## src/ppsl_pkg.sv

```systemverilog
// package: constants, carriers and state records of the port priority
// and status indicator block; assumes a 100 MHz core clock
package ppsl_pkg;

  // clock and time base
  localparam int unsigned CLK_HZ        = 100_000_000;
  localparam int unsigned TICK_US       = 1000;
  localparam int unsigned TICK_CYC      = CLK_HZ / 1_000_000 * TICK_US;
  localparam int unsigned ST_TIMEOUT_S  = 30;
  localparam int unsigned ST_TIMEOUT_TK = ST_TIMEOUT_S * 1_000_000 / TICK_US;
  localparam int unsigned FLASH_MS      = 250;
  localparam int unsigned FLASH_TK      = FLASH_MS * 1000 / TICK_US;

  // widths
  localparam int unsigned AW   = 3;
  localparam int unsigned DW   = 16;
  localparam int unsigned CW   = 6;
  localparam int unsigned TW   = 15;
  localparam int unsigned KW   = 17;
  localparam int unsigned FW   = 8;
  localparam int unsigned NP   = 2;
  localparam int unsigned NLED = 7;
  localparam int unsigned NPIN = 3;
  localparam int unsigned CTW  = 5;

  // register offsets
  localparam logic [AW-1:0] REG_CODE0  = 3'h0;
  localparam logic [AW-1:0] REG_CODE1  = 3'h1;
  localparam logic [AW-1:0] REG_CTRL   = 3'h2;
  localparam logic [AW-1:0] REG_PORT   = 3'h3;
  localparam logic [AW-1:0] REG_STATUS = 3'h4;

  // reset values
  localparam logic [CW-1:0]  CODE0_RST = 6'h10;
  localparam logic [CW-1:0]  CODE1_RST = 6'h11;
  localparam logic [CTW-1:0] CTRL_RST  = 5'h00;
  localparam logic [NLED-1:0] LED_RST  = 7'h09;

  // control register fields
  localparam int unsigned CTRL_SCSI_PASS = 0;
  localparam int unsigned CTRL_SCSI_FAIL = 1;
  localparam int unsigned CTRL_HOST_PASS = 2;
  localparam int unsigned CTRL_HOST_FAIL = 3;
  localparam int unsigned CTRL_DEBUG     = 4;

  // port register fields
  localparam int unsigned PORT_BUSY = 0;
  localparam int unsigned PORT_DONE = 2;

  // status register fields
  localparam int unsigned STAT_LED     = 0;
  localparam int unsigned STAT_SCSI_TO = 8;
  localparam int unsigned STAT_HOST_TO = 9;

  // indicator positions, left to right
  localparam int unsigned LED_SCSI_TEST  = 0;
  localparam int unsigned LED_SCSI_FAULT = 1;
  localparam int unsigned LED_SCSI_BUSY  = 2;
  localparam int unsigned LED_HOST_TEST  = 3;
  localparam int unsigned LED_BURST      = 4;
  localparam int unsigned LED_PORT0      = 5;
  localparam int unsigned LED_MAINT      = 6;

  // pin input positions
  localparam int unsigned PIN_FAULT = 0;
  localparam int unsigned PIN_BSY   = 1;
  localparam int unsigned PIN_BURST = 2;

  typedef struct packed {
    logic [AW-1:0] addr;
    logic [DW-1:0] wdata;
    logic          wr;
    logic          rd;
  } ppsl_reg_req_s;

  typedef struct packed {
    logic          cmd;
    logic [CW-1:0] code;
    logic          ack;
  } ppsl_pio_req_s;

  typedef struct packed {
    logic          irq;
    logic          port;
    logic [NP-1:0] busy;
    logic [NP-1:0] done;
  } ppsl_pio_rsp_s;

  typedef struct packed {
    logic [NPIN-1:0] s1;
    logic [NPIN-1:0] s2;
    logic [NPIN-1:0] s3;
    logic [NPIN-1:0] val;
  } ppsl_sync_state_s;

  typedef struct packed {
    logic [KW-1:0] cnt;
    logic          tick;
    logic [FW-1:0] fcnt;
    logic          phase;
  } ppsl_tick_state_s;

  typedef struct packed {
    logic [CW-1:0]   code0;
    logic [CW-1:0]   code1;
    logic [CTW-1:0]  ctrl;
    logic [NP-1:0]   busy;
    logic [NP-1:0]   done;
    logic            irq;
    logic            port;
    logic [TW-1:0]   scsi_cnt;
    logic [TW-1:0]   host_cnt;
    logic            scsi_to;
    logic            host_to;
    logic [NLED-1:0] led;
    logic [DW-1:0]   rdata;
  } ppsl_top_state_s;

endpackage

```

## src/ppsl_top.sv

```systemverilog
// top: two programmed-I/O ports with fixed interrupt priority and
// the seven front-edge status indicators.
// assumes host bus decode logic on core_clk_i; status pins asynchronous.
`timescale 1ns/10ps
`default_nettype none
module ppsl_top #(
  parameter logic [ppsl_pkg::KW-1:0] TICK_CYCLES   = ppsl_pkg::KW'(ppsl_pkg::TICK_CYC),
  parameter logic [ppsl_pkg::TW-1:0] TIMEOUT_TICKS = ppsl_pkg::TW'(ppsl_pkg::ST_TIMEOUT_TK)
) (
  input  wire logic                      core_clk_i,
  input  wire logic                      rst_b_i,
  input  wire ppsl_pkg::ppsl_reg_req_s   reg_req_i,
  output logic      [ppsl_pkg::DW-1:0]   rd_data_o,
  input  wire ppsl_pkg::ppsl_pio_req_s   pio_req_i,
  output ppsl_pkg::ppsl_pio_rsp_s        pio_rsp_o,
  input  wire logic                      scsi_fault_i,
  input  wire logic                      scsi_bsy_i,
  input  wire logic                      burst_active_i,
  output logic      [ppsl_pkg::NLED-1:0] led_o
);
  import ppsl_pkg::*;

  ppsl_top_state_s q;
  ppsl_top_state_s d;

  logic [NPIN-1:0] pin_s;
  logic            tick;
  logic            phase;
  logic [NP-1:0]   hit;
  logic [NP-1:0]   fin;
  logic [NP-1:0]   clr;
  logic            scsi_run;
  logic            host_run;
  logic            scsi_fail;
  logic            host_fail;

  ppsl_sync u_sync (
    .core_clk_i (core_clk_i),
    .rst_b_i    (rst_b_i),
    .pin_i      ({burst_active_i, scsi_bsy_i, scsi_fault_i}),
    .val_o      (pin_s)
  );

  ppsl_tick #(
    .TICK_CYCLES (TICK_CYCLES)
  ) u_tick (
    .core_clk_i (core_clk_i),
    .rst_b_i    (rst_b_i),
    .tick_o     (tick),
    .phase_o    (phase)
  );

  always_comb begin
    d       = q;
    d.rdata = '0;
    fin     = '0;
    clr     = '0;

    // device code decode per port
    hit[0] = pio_req_i.cmd && (pio_req_i.code == q.code0);
    // equal codes resolve to port 0
    hit[1] = pio_req_i.cmd && (pio_req_i.code == q.code1) && !hit[0];

    // register writes
    if (reg_req_i.wr) begin
      unique case (reg_req_i.addr)
        REG_CODE0: begin
          d.code0 = reg_req_i.wdata[CW-1:0];
        end
        REG_CODE1: begin
          d.code1 = reg_req_i.wdata[CW-1:0];
        end
        REG_CTRL: begin
          d.ctrl = reg_req_i.wdata[CTW-1:0];
        end
        REG_PORT: begin
          // firmware finishes a command on a port
          fin = reg_req_i.wdata[NP-1:0];
        end
        default: begin
        end
      endcase
    end

    // interrupt acknowledge clears the presented port
    if (pio_req_i.ack && q.irq) begin
      clr[q.port] = 1'b1;
    end

    for (int i = 0; i < NP; i++) begin
      // busy: set by a new command, cleared when ready again
      if (hit[i]) begin
        d.busy[i] = 1'b1;
      end else if (fin[i]) begin
        d.busy[i] = 1'b0;
      end
      // done: set wins over acknowledge
      if (fin[i]) begin
        d.done[i] = 1'b1;
      end else if (clr[i]) begin
        d.done[i] = 1'b0;
      end
    end

    // fixed priority, port 0 ahead of the maintenance port
    d.irq  = |d.done;
    d.port = !d.done[0];

    // self-test timeouts
    scsi_fail = q.ctrl[CTRL_SCSI_FAIL];
    host_fail = q.ctrl[CTRL_HOST_FAIL];
    scsi_run  = !q.ctrl[CTRL_SCSI_PASS] && !scsi_fail;
    host_run  = !q.ctrl[CTRL_HOST_PASS] && !host_fail;
    if (tick && scsi_run && !q.scsi_to) begin
      if (q.scsi_cnt == TIMEOUT_TICKS - TW'(1)) begin
        d.scsi_to = 1'b1;
      end else begin
        d.scsi_cnt = q.scsi_cnt + TW'(1);
      end
    end
    if (tick && host_run && !q.host_to) begin
      if (q.host_cnt == TIMEOUT_TICKS - TW'(1)) begin
        d.host_to = 1'b1;
      end else begin
        d.host_cnt = q.host_cnt + TW'(1);
      end
    end

    // indicators, left to right
    if (scsi_fail) begin
      // three scsi indicators flash together
      d.led[LED_SCSI_TEST]  = phase;
      d.led[LED_SCSI_FAULT] = phase;
      d.led[LED_SCSI_BUSY]  = phase;
    end else begin
      // lit until pass, stays lit on timeout
      d.led[LED_SCSI_TEST]  = !q.ctrl[CTRL_SCSI_PASS];
      d.led[LED_SCSI_FAULT] = pin_s[PIN_FAULT];
      // bsy low in bus free and disconnect
      d.led[LED_SCSI_BUSY]  = pin_s[PIN_BSY];
    end
    if (q.ctrl[CTRL_DEBUG]) begin
      d.led[LED_HOST_TEST] = 1'b1;
    end else if (host_fail) begin
      d.led[LED_HOST_TEST] = phase;
    end else begin
      d.led[LED_HOST_TEST] = !q.ctrl[CTRL_HOST_PASS];
    end
    d.led[LED_BURST] = pin_s[PIN_BURST];
    d.led[LED_PORT0] = d.busy[0];
    d.led[LED_MAINT] = d.busy[1];

    // register reads, data in the following cycle
    if (reg_req_i.rd) begin
      unique case (reg_req_i.addr)
        REG_CODE0: begin
          d.rdata[CW-1:0] = q.code0;
        end
        REG_CODE1: begin
          d.rdata[CW-1:0] = q.code1;
        end
        REG_CTRL: begin
          d.rdata[CTW-1:0] = q.ctrl;
        end
        REG_PORT: begin
          d.rdata[PORT_BUSY +: NP] = q.busy;
          d.rdata[PORT_DONE +: NP] = q.done;
        end
        REG_STATUS: begin
          d.rdata[STAT_LED +: NLED] = q.led;
          d.rdata[STAT_SCSI_TO]     = q.scsi_to;
          d.rdata[STAT_HOST_TO]     = q.host_to;
        end
        default: begin
          d.rdata = '0;
        end
      endcase
    end
  end

  always_ff @(posedge core_clk_i or negedge rst_b_i) begin
    if (!rst_b_i) begin
      q          <= '0;
      q.code0    <= CODE0_RST;
      q.code1    <= CODE1_RST;
      q.ctrl     <= CTRL_RST;
      q.port     <= 1'b1;
      q.led      <= LED_RST; // both test indicators lit from reset
    end else begin
      q <= d;
    end
  end

  assign rd_data_o      = q.rdata;
  assign pio_rsp_o.irq  = q.irq;
  assign pio_rsp_o.port = q.port;
  assign pio_rsp_o.busy = q.busy;
  assign pio_rsp_o.done = q.done;
  assign led_o          = q.led;
endmodule
`default_nettype wire

```

## src/ppsl_sync.sv

```systemverilog
// three-stage synchroniser for the status pins
// assumes pins are asynchronous to core_clk_i
`timescale 1ns/10ps
`default_nettype none
module ppsl_sync (
  input  wire logic                     core_clk_i,
  input  wire logic                     rst_b_i,
  input  wire logic [ppsl_pkg::NPIN-1:0] pin_i,
  output logic      [ppsl_pkg::NPIN-1:0] val_o
);
  import ppsl_pkg::*;

  ppsl_sync_state_s q;
  ppsl_sync_state_s d;
  logic [NPIN-1:0]  val_nxt;

  // accept a change once stages two and three agree
  for (genvar i = 0; i < NPIN; i++) begin : g_bit
    assign val_nxt[i] = (q.s2[i] == q.s3[i]) ? q.s3[i] : q.val[i];
  end

  always_comb begin
    d     = q;
    d.s1  = pin_i;
    d.s2  = q.s1;
    d.s3  = q.s2;
    d.val = val_nxt;
  end

  always_ff @(posedge core_clk_i or negedge rst_b_i) begin
    if (!rst_b_i) begin
      q <= '0;
    end else begin
      q <= d;
    end
  end

  assign val_o = q.val;
endmodule
`default_nettype wire

```

## src/ppsl_tick.sv

```systemverilog
// time base: one-cycle tick enable and indicator flash phase
// assumes a free running core clock
`timescale 1ns/10ps
`default_nettype none
module ppsl_tick #(
  parameter logic [ppsl_pkg::KW-1:0] TICK_CYCLES = ppsl_pkg::KW'(ppsl_pkg::TICK_CYC)
) (
  input  wire logic core_clk_i,
  input  wire logic rst_b_i,
  output logic      tick_o,
  output logic      phase_o
);
  import ppsl_pkg::*;

  ppsl_tick_state_s q;
  ppsl_tick_state_s d;

  always_comb begin
    d      = q;
    d.tick = 1'b0;
    if (q.cnt == TICK_CYCLES - KW'(1)) begin
      d.cnt  = '0;
      d.tick = 1'b1;
    end else begin
      d.cnt = q.cnt + KW'(1);
    end
    // flash phase toggles every flash period
    if (q.tick) begin
      if (q.fcnt == FW'(FLASH_TK - 1)) begin
        d.fcnt  = '0;
        d.phase = !q.phase;
      end else begin
        d.fcnt = q.fcnt + FW'(1);
      end
    end
  end

  always_ff @(posedge core_clk_i or negedge rst_b_i) begin
    if (!rst_b_i) begin
      q <= '0;
    end else begin
      q <= d;
    end
  end

  assign tick_o  = q.tick;
  assign phase_o = q.phase;
endmodule
`default_nettype wire

```

## config.mk

```make
export PLATFORM = sky130hd
export DESIGN_NAME = ppsl_top
export DESIGN_NICKNAME = d
export VERILOG_FILES = /design/src/ppsl_pkg.sv /design/src/ppsl_top.sv /design/src/ppsl_sync.sv /design/src/ppsl_tick.sv
export SDC_FILE = /design/constraint.sdc
export NUM_CORES = 1
export LEC_CHECK = 0
export ABC_AREA = 1
export BUFFER_PORTS_ARGS = -buffer_cell sky130_fd_sc_hd__buf_2
export CORE_ASPECT_RATIO = 0.75
export CORE_MARGIN = 2
export CORE_UTILIZATION = 55
export DETAILED_ROUTE_END_ITERATION = 16
export PLACE_DENSITY = 0.87
export SYNTH_ARGS = -nofsm -noshare
export SYNTH_HDL_FRONTEND = slang
export SYNTH_SLANG_ARGS = --single-unit
```

## constraint.sdc

```tcl
create_clock -name core_clk_i -period 2.1 [get_ports core_clk_i]
set_input_delay 0.63 -clock core_clk_i [delete_from_list [all_inputs] [get_ports core_clk_i]]
set_output_delay 0.63 -clock core_clk_i [all_outputs]
set_load 0.02 [all_outputs]
```

Word-level counts from Yosys, hierarchy flattened. Index checks and enable logic that the tools add are counted.

Register bits: 117. Bits of input ports: 34. Output and inout port bits: 29. Word-level logic and storage cells: 99.

Add/subtract/negate cells: 4. Magnitude comparators: 2. Eq/ne operators: 13. Multiplexer cells: 25. Bitwise operators: 2. Reduce and logical (&&, ||, !) cells: 30.

Operators by type and width (number): adder 15 x 1 -> 15 bit (second input constant) (2); == test 15 bit (second input constant) (2); one-hot mux 4 bit (5 select lines) (1); adder 17 x 1 -> 17 bit (second input constant) (1); == test 17 bit (second input constant) (1); two-way mux 17 bit (1); AND reduction 2 bit (8); two-way mux 1 bit (13); == test 6 bit (2); logical AND 1 bit (11); two-way mux 10 bit (1); logical NOT 1 bit (9); adder 8 x 1 -> 8 bit (second input constant) (1); == test 8 bit (second input constant) (1); two-way mux 2 bit (4); two-way mux 8 bit (1); == test 3 x 2 -> 1 bit (second input constant) (2); one-hot mux 1 bit (4 select lines) (1); == test 1 bit (3); == test 3 x 1 -> 1 bit (second input constant) (1); == test 3 bit (second input constant) (1); logical NOT 3 bit (1); two-way mux 3 bit (1); one-hot mux 1 bit (3 select lines) (1); 5 further kinds (6).

Longest topological paths before layout.
Depth in word-level cells: 8. Depth in mapped cells: 9. Depth with buffers taken out: 9.

By module. A second synthesis with hierarchy kept.

Cell total of the unflattened synthesis: 778. Area total of the unflattened synthesis: 5873.1 µm².

By module, submodules not included: ppsl_top (times used 1, cells each 540, area each 3975.1 µm², seq. area each 1734.2 µm²); ppsl_tick (times used 1, cells each 211, area each 1526.5 µm², seq. area each 675.6 µm²); ppsl_sync (times used 1, cells each 27, area each 371.6 µm², seq. area each 300.3 µm²).

Least setup slack after synthesis. Ideal clock, no wire load.

Path kind: input to register. Start: input reg_req_i[19] in the netlist's numbering. End: register q[73] in the netlist's numbering. Setup time: 0.122 ns. Arrival: 1.263 ns. Required time: 1.978 ns. Slack: 0.715 ns. Stages: 7. Cells stage by stage: inv_2 nand2_1 nor2_4 nand2_1 buf_4 nand2_1 o21ai_1.

Cells in the longest elaborated chain, start to end: 2.

Ends and longest elaborated chain: from (decl) (line ppsl_top.sv:12) `input wire ppsl_pkg::ppsl_reg_req_s reg_req_i,`; logical NOT 3 bit (line ppsl_top.sv:66) `unique case (reg_req_i.addr)`; AND reduction 2 bit (no line); to (decl) (line ppsl_top.sv:23) `ppsl_top_state_s q;`.

Every way passes these cells. A chain may end at the register's enable or synchronous reset.

Worst setup path in the final report.
Start: register q (netlist bit led_o[0]). End: output led_o[0] in the netlist's numbering.

RTL lines: to (decl) (line ppsl_top.sv:19) `output logic [ppsl_pkg::NLED-1:0] led_o`.

No word-level cell between the ends.

==> summary.txt <==
Timing
  • Total negative setup slack: 0 ns
  • Slew Limit Fails: 0
  • Minimum clock period: approximately 1.7 ns
  • Normalized max-slew margin: 62.3%
  • Skew final: 0.00705 ns
  • Fin. Hold Viols: 0
  • Hold slack final: 0.345 ns
  • Post-route clock period utilization: roughly four fifths
  • Max Freq: roughly 600 MHz
  • Final setup violation count: 0
  • Actual slew at the worst max-slew pin: approximately 0.57 ns
  • RSZ-0062 raised after global routing: false

Place
  • Hpwl dp: ~8000 um
  • Final RePlAce weighted congestion: about 0.88
  • DP Area: between 0.005 and 0.006 mm2
  • I/O Buffers: between 40 and 50

CTS
  • Worst-path clk slew: approximately 0.070 ns
  • Clk Latency, worst-skew pair: 0.35 ns
  • Post-CTS sizing: 0
  • CTS tree: built
  • Cts hold-fix bufs: 0
  • Htree depth: 3
  • Clk buf depth: 2
  • CTS buffer count: 9
  • Post-CTS setup buffer count: 0
  • Num Clock Sinks: approximately 110
  • Root Buffer: clkbuf_16

Die
  • Die Wd: 123 um
  • Starting Density: a little under three fifths
  • IO Count: 63
  • Die Ht: 93.0 um
  • Die area: about 0.011 mm2
  • Row count: 32
  • Core outline area: slightly above 0.01 mm2

Setup path
  • Critical Path Max Stage Delay: 0.55 ns
  • CP delay by family, top: flip-flops
  • Critical Path RT: 1.47 ns
  • CP max-delay cell: dfstp_2
  • WS Path Type: reg -> out
  • CP bufs+invs: 1
  • Crit. End Element: output port
  • Crit-path max FO: 2
  • Crit path cell chain: buf_2
  • CP Launch Type: flop
  • Data arrival, critical path: roughly 1.1 ns

Drt
  • Via count: 4712
  • Drt via density: slightly above 5
  • Initial drt markers: ~470
  • Average routed wire per standard cell: 12.0 um
  • Final WL: 11100 um
  • Routed Antenna Nets: 0
  • Detailed Routing Iterations Pass 1: 5
  • Drt drc: 0

Synthesis
  • Register bit total from synthesis: 108
  • Netlist cell types: 33
  • Main synth FF type: dfrtp_1
  • Sequential area share after synthesis: between 40% and 50%
  • Avg Inst Size Synth: between 7 and 8 um2
  • Ys Warns: 0
  • Post-Syn Area: 0.00580 mm2
  • Share of synthesized registers carrying an async set or reset: 100%
  • EDFF count, synth: 0
  • Post-synthesis cell count: around 760

Pwr
  • Reg power frac: about half
  • Leakage: 3.20 nW
  • P_sw: about 1.3 mW
  • Sw Ratio: around 27%
  • Clock group share of total power: roughly 38%
  • Combinational share of power: between 10% and 20%
  • PD cells: 762 mW/mm2
  • VDD IR-drop max: between 0.4 and 0.5 mV
  • Power Total: 4.80 mW
  • Internal: roughly 3.5 mW

GRT
  • Vias in the first global route: around 4400
  • Largest net degree at the start of global routing: 109
  • First-pass GRT wire length: just under 20000 um
  • Gr ovfl total: 0
  • Initial antenna violation count: 0
  • GRT Total Usage: between 20% and 30%

Layout
  • Fill cells: 864
  • ANT cells: 0
  • Area Overhead vs Synth: 8.47%
  • Layout cells sized above 1: a little over an eighth
  • Post-Layout Inst Area: approximately 0.0063 mm2
  • Final-stage net count: 825

Hold path
  • Worst hold path class: in -> async

Run status
  • Outcome: finished, final reports clean

Run
  • Maxcap violations: 0
## layout make-up
cell class              instances  area (um2)  share of cell area [%]
multi-input cells             526        2490                    39.6
well taps                     136         170                    2.70
clock buffers                  11         233                    3.70
flip-flops and latches        108        2710                    43.1
clock inverters                 5        83.8                    1.33
repair buffers                 46         248                    3.94
inverters                      95         357                    5.66
## layout by cell type (no fill, tap or decap), types with 2 or more instances in the layout
| cell type | n |
|---|---|
| nor3_4 | 3 |
| inv_2 | 6 |
| o21ai_0 | 20 |
| clkbuf_1 | 2 |
| o21ai_1 | 8 |
| nand2_2 | 6 |
| nand2_1 | 253 |
| xnor2_1 | 9 |
| nor2_2 | 5 |
| xor2_1 | 12 |
| a21oi_1 | 5 |
| nor3_1 | 4 |
| nand2_4 | 2 |
| nand4_1 | 13 |
| inv_1 | 89 |
| nand3_2 | 4 |
| dfstp_2 | 6 |
| maj3_1 | 3 |
| o21ai_2 | 6 |
| buf_2 | 44 |
| ha_1 | 5 |
| dfrtp_1 | 102 |
| bufinv_16 | 2 |
| conb_1 | 7 |
| or2_2 | 2 |
| nand3_1 | 49 |
| nand3b_1 | 4 |
| clkinvlp_4 | 2 |
| nor2_4 | 4 |
| clkbuf_16 | 9 |
| nor2_1 | 98 |
## power groups by stage
stage	Clock, mW	Sequential (mW)	Combinational, mW
5_1_grt	1.92	2.42	0.682
3_3_place_gp	0	2.43	0.579
3_5_place_dp	0	2.44	0.598
6_report	1.80	2.40	0.598
4_1_cts	1.84	2.40	0.602
2_1_floorplan	0	2.39	0.528
## layer usage
layer  wire length [um]  vias up  global-route usage, %  share of wire [%]
met5                  0        -                      0                  0
met2               4890      159                   33.4                 44
met3                681       16                   5.30                6.1
met1               5420     2183                   30.1                 49
met4                152        0                   5.56                1.4
li1                   -     2354                      -                  -
## cell families after synthesis
| kind of cell | Yosys count | share of synthesized area, % |
|---|---|---|
| simple gates | 449 | 33.7 |
| buf+inv | 130 | 10.7 |
| flops | 108 | 46.7 |
| compound gates | 40 | 3.86 |
| xor+xnor | 21 | 3.17 |
| fa+ha+maj | 8 | 1.60 |
| other cells | 1 | 0.0646 |
| mux | 1 | 0.172 |
## state kept, by name, summed over array words and instances (netlist names)
name / flops
host_fail: 1
led_o: 6
pio_rsp_o: 5
q: 48
rd_data_o: 9
u_sync.d: 6
u_sync.q: 3
u_sync.val_o: 3
u_tick.phase_o: 1
u_tick.q: 25
u_tick.tick_o: 1
## metrics by stage
step | utilization (%) | setup slack, ns | cells
6_report | 61.2 | 0.409 | 927
5_1_grt | 61.2 | 0.266 | 927
4_1_cts | 61.2 | 0.399 | 927
3_5_place_dp | 58.1 | 0.401 | 911
3_3_place_gp | 58.1 | 0.440 | 911
2_1_floorplan | - | 0.715 | 764
## synthesized netlist by cell type (all sizes together), types with 2 or more instances
cell	instances	share of area [%]
dfrtp	102	44
nor3	7	1.2
o21ai	34	3.3
inv	95	6.1
nand4	13	1.4
nand3b	4	0.52
nor2	107	7.7
dfstp	6	2.7
xnor2	9	1.4
nand3	54	5.2
buf	35	4.6
xor2	12	1.8
or2	2	0.22
ha	5	1.1
a21oi	5	0.43
maj3	3	0.52
nand2	261	17
## worst paths after layout
path	startpoint	end	slack, ns	cells after the start
setup / recovery	led_o[0]	led_o[0]	0.41	1
hold / removal	rst_b_i	rd_data_o[4]	0.35	2
setup reg to reg	q[40]	q[51]	0.45	8
hold reg to reg	u_sync.d[6]	u_sync.d[3]	0.35	0
max in group asynchronous	rst_b_i	q[40]	1.34	2
min in group core_clk_i	u_sync.d[6]	u_sync.d[3]	0.35	0
Power figures use the tool's default switching activity.
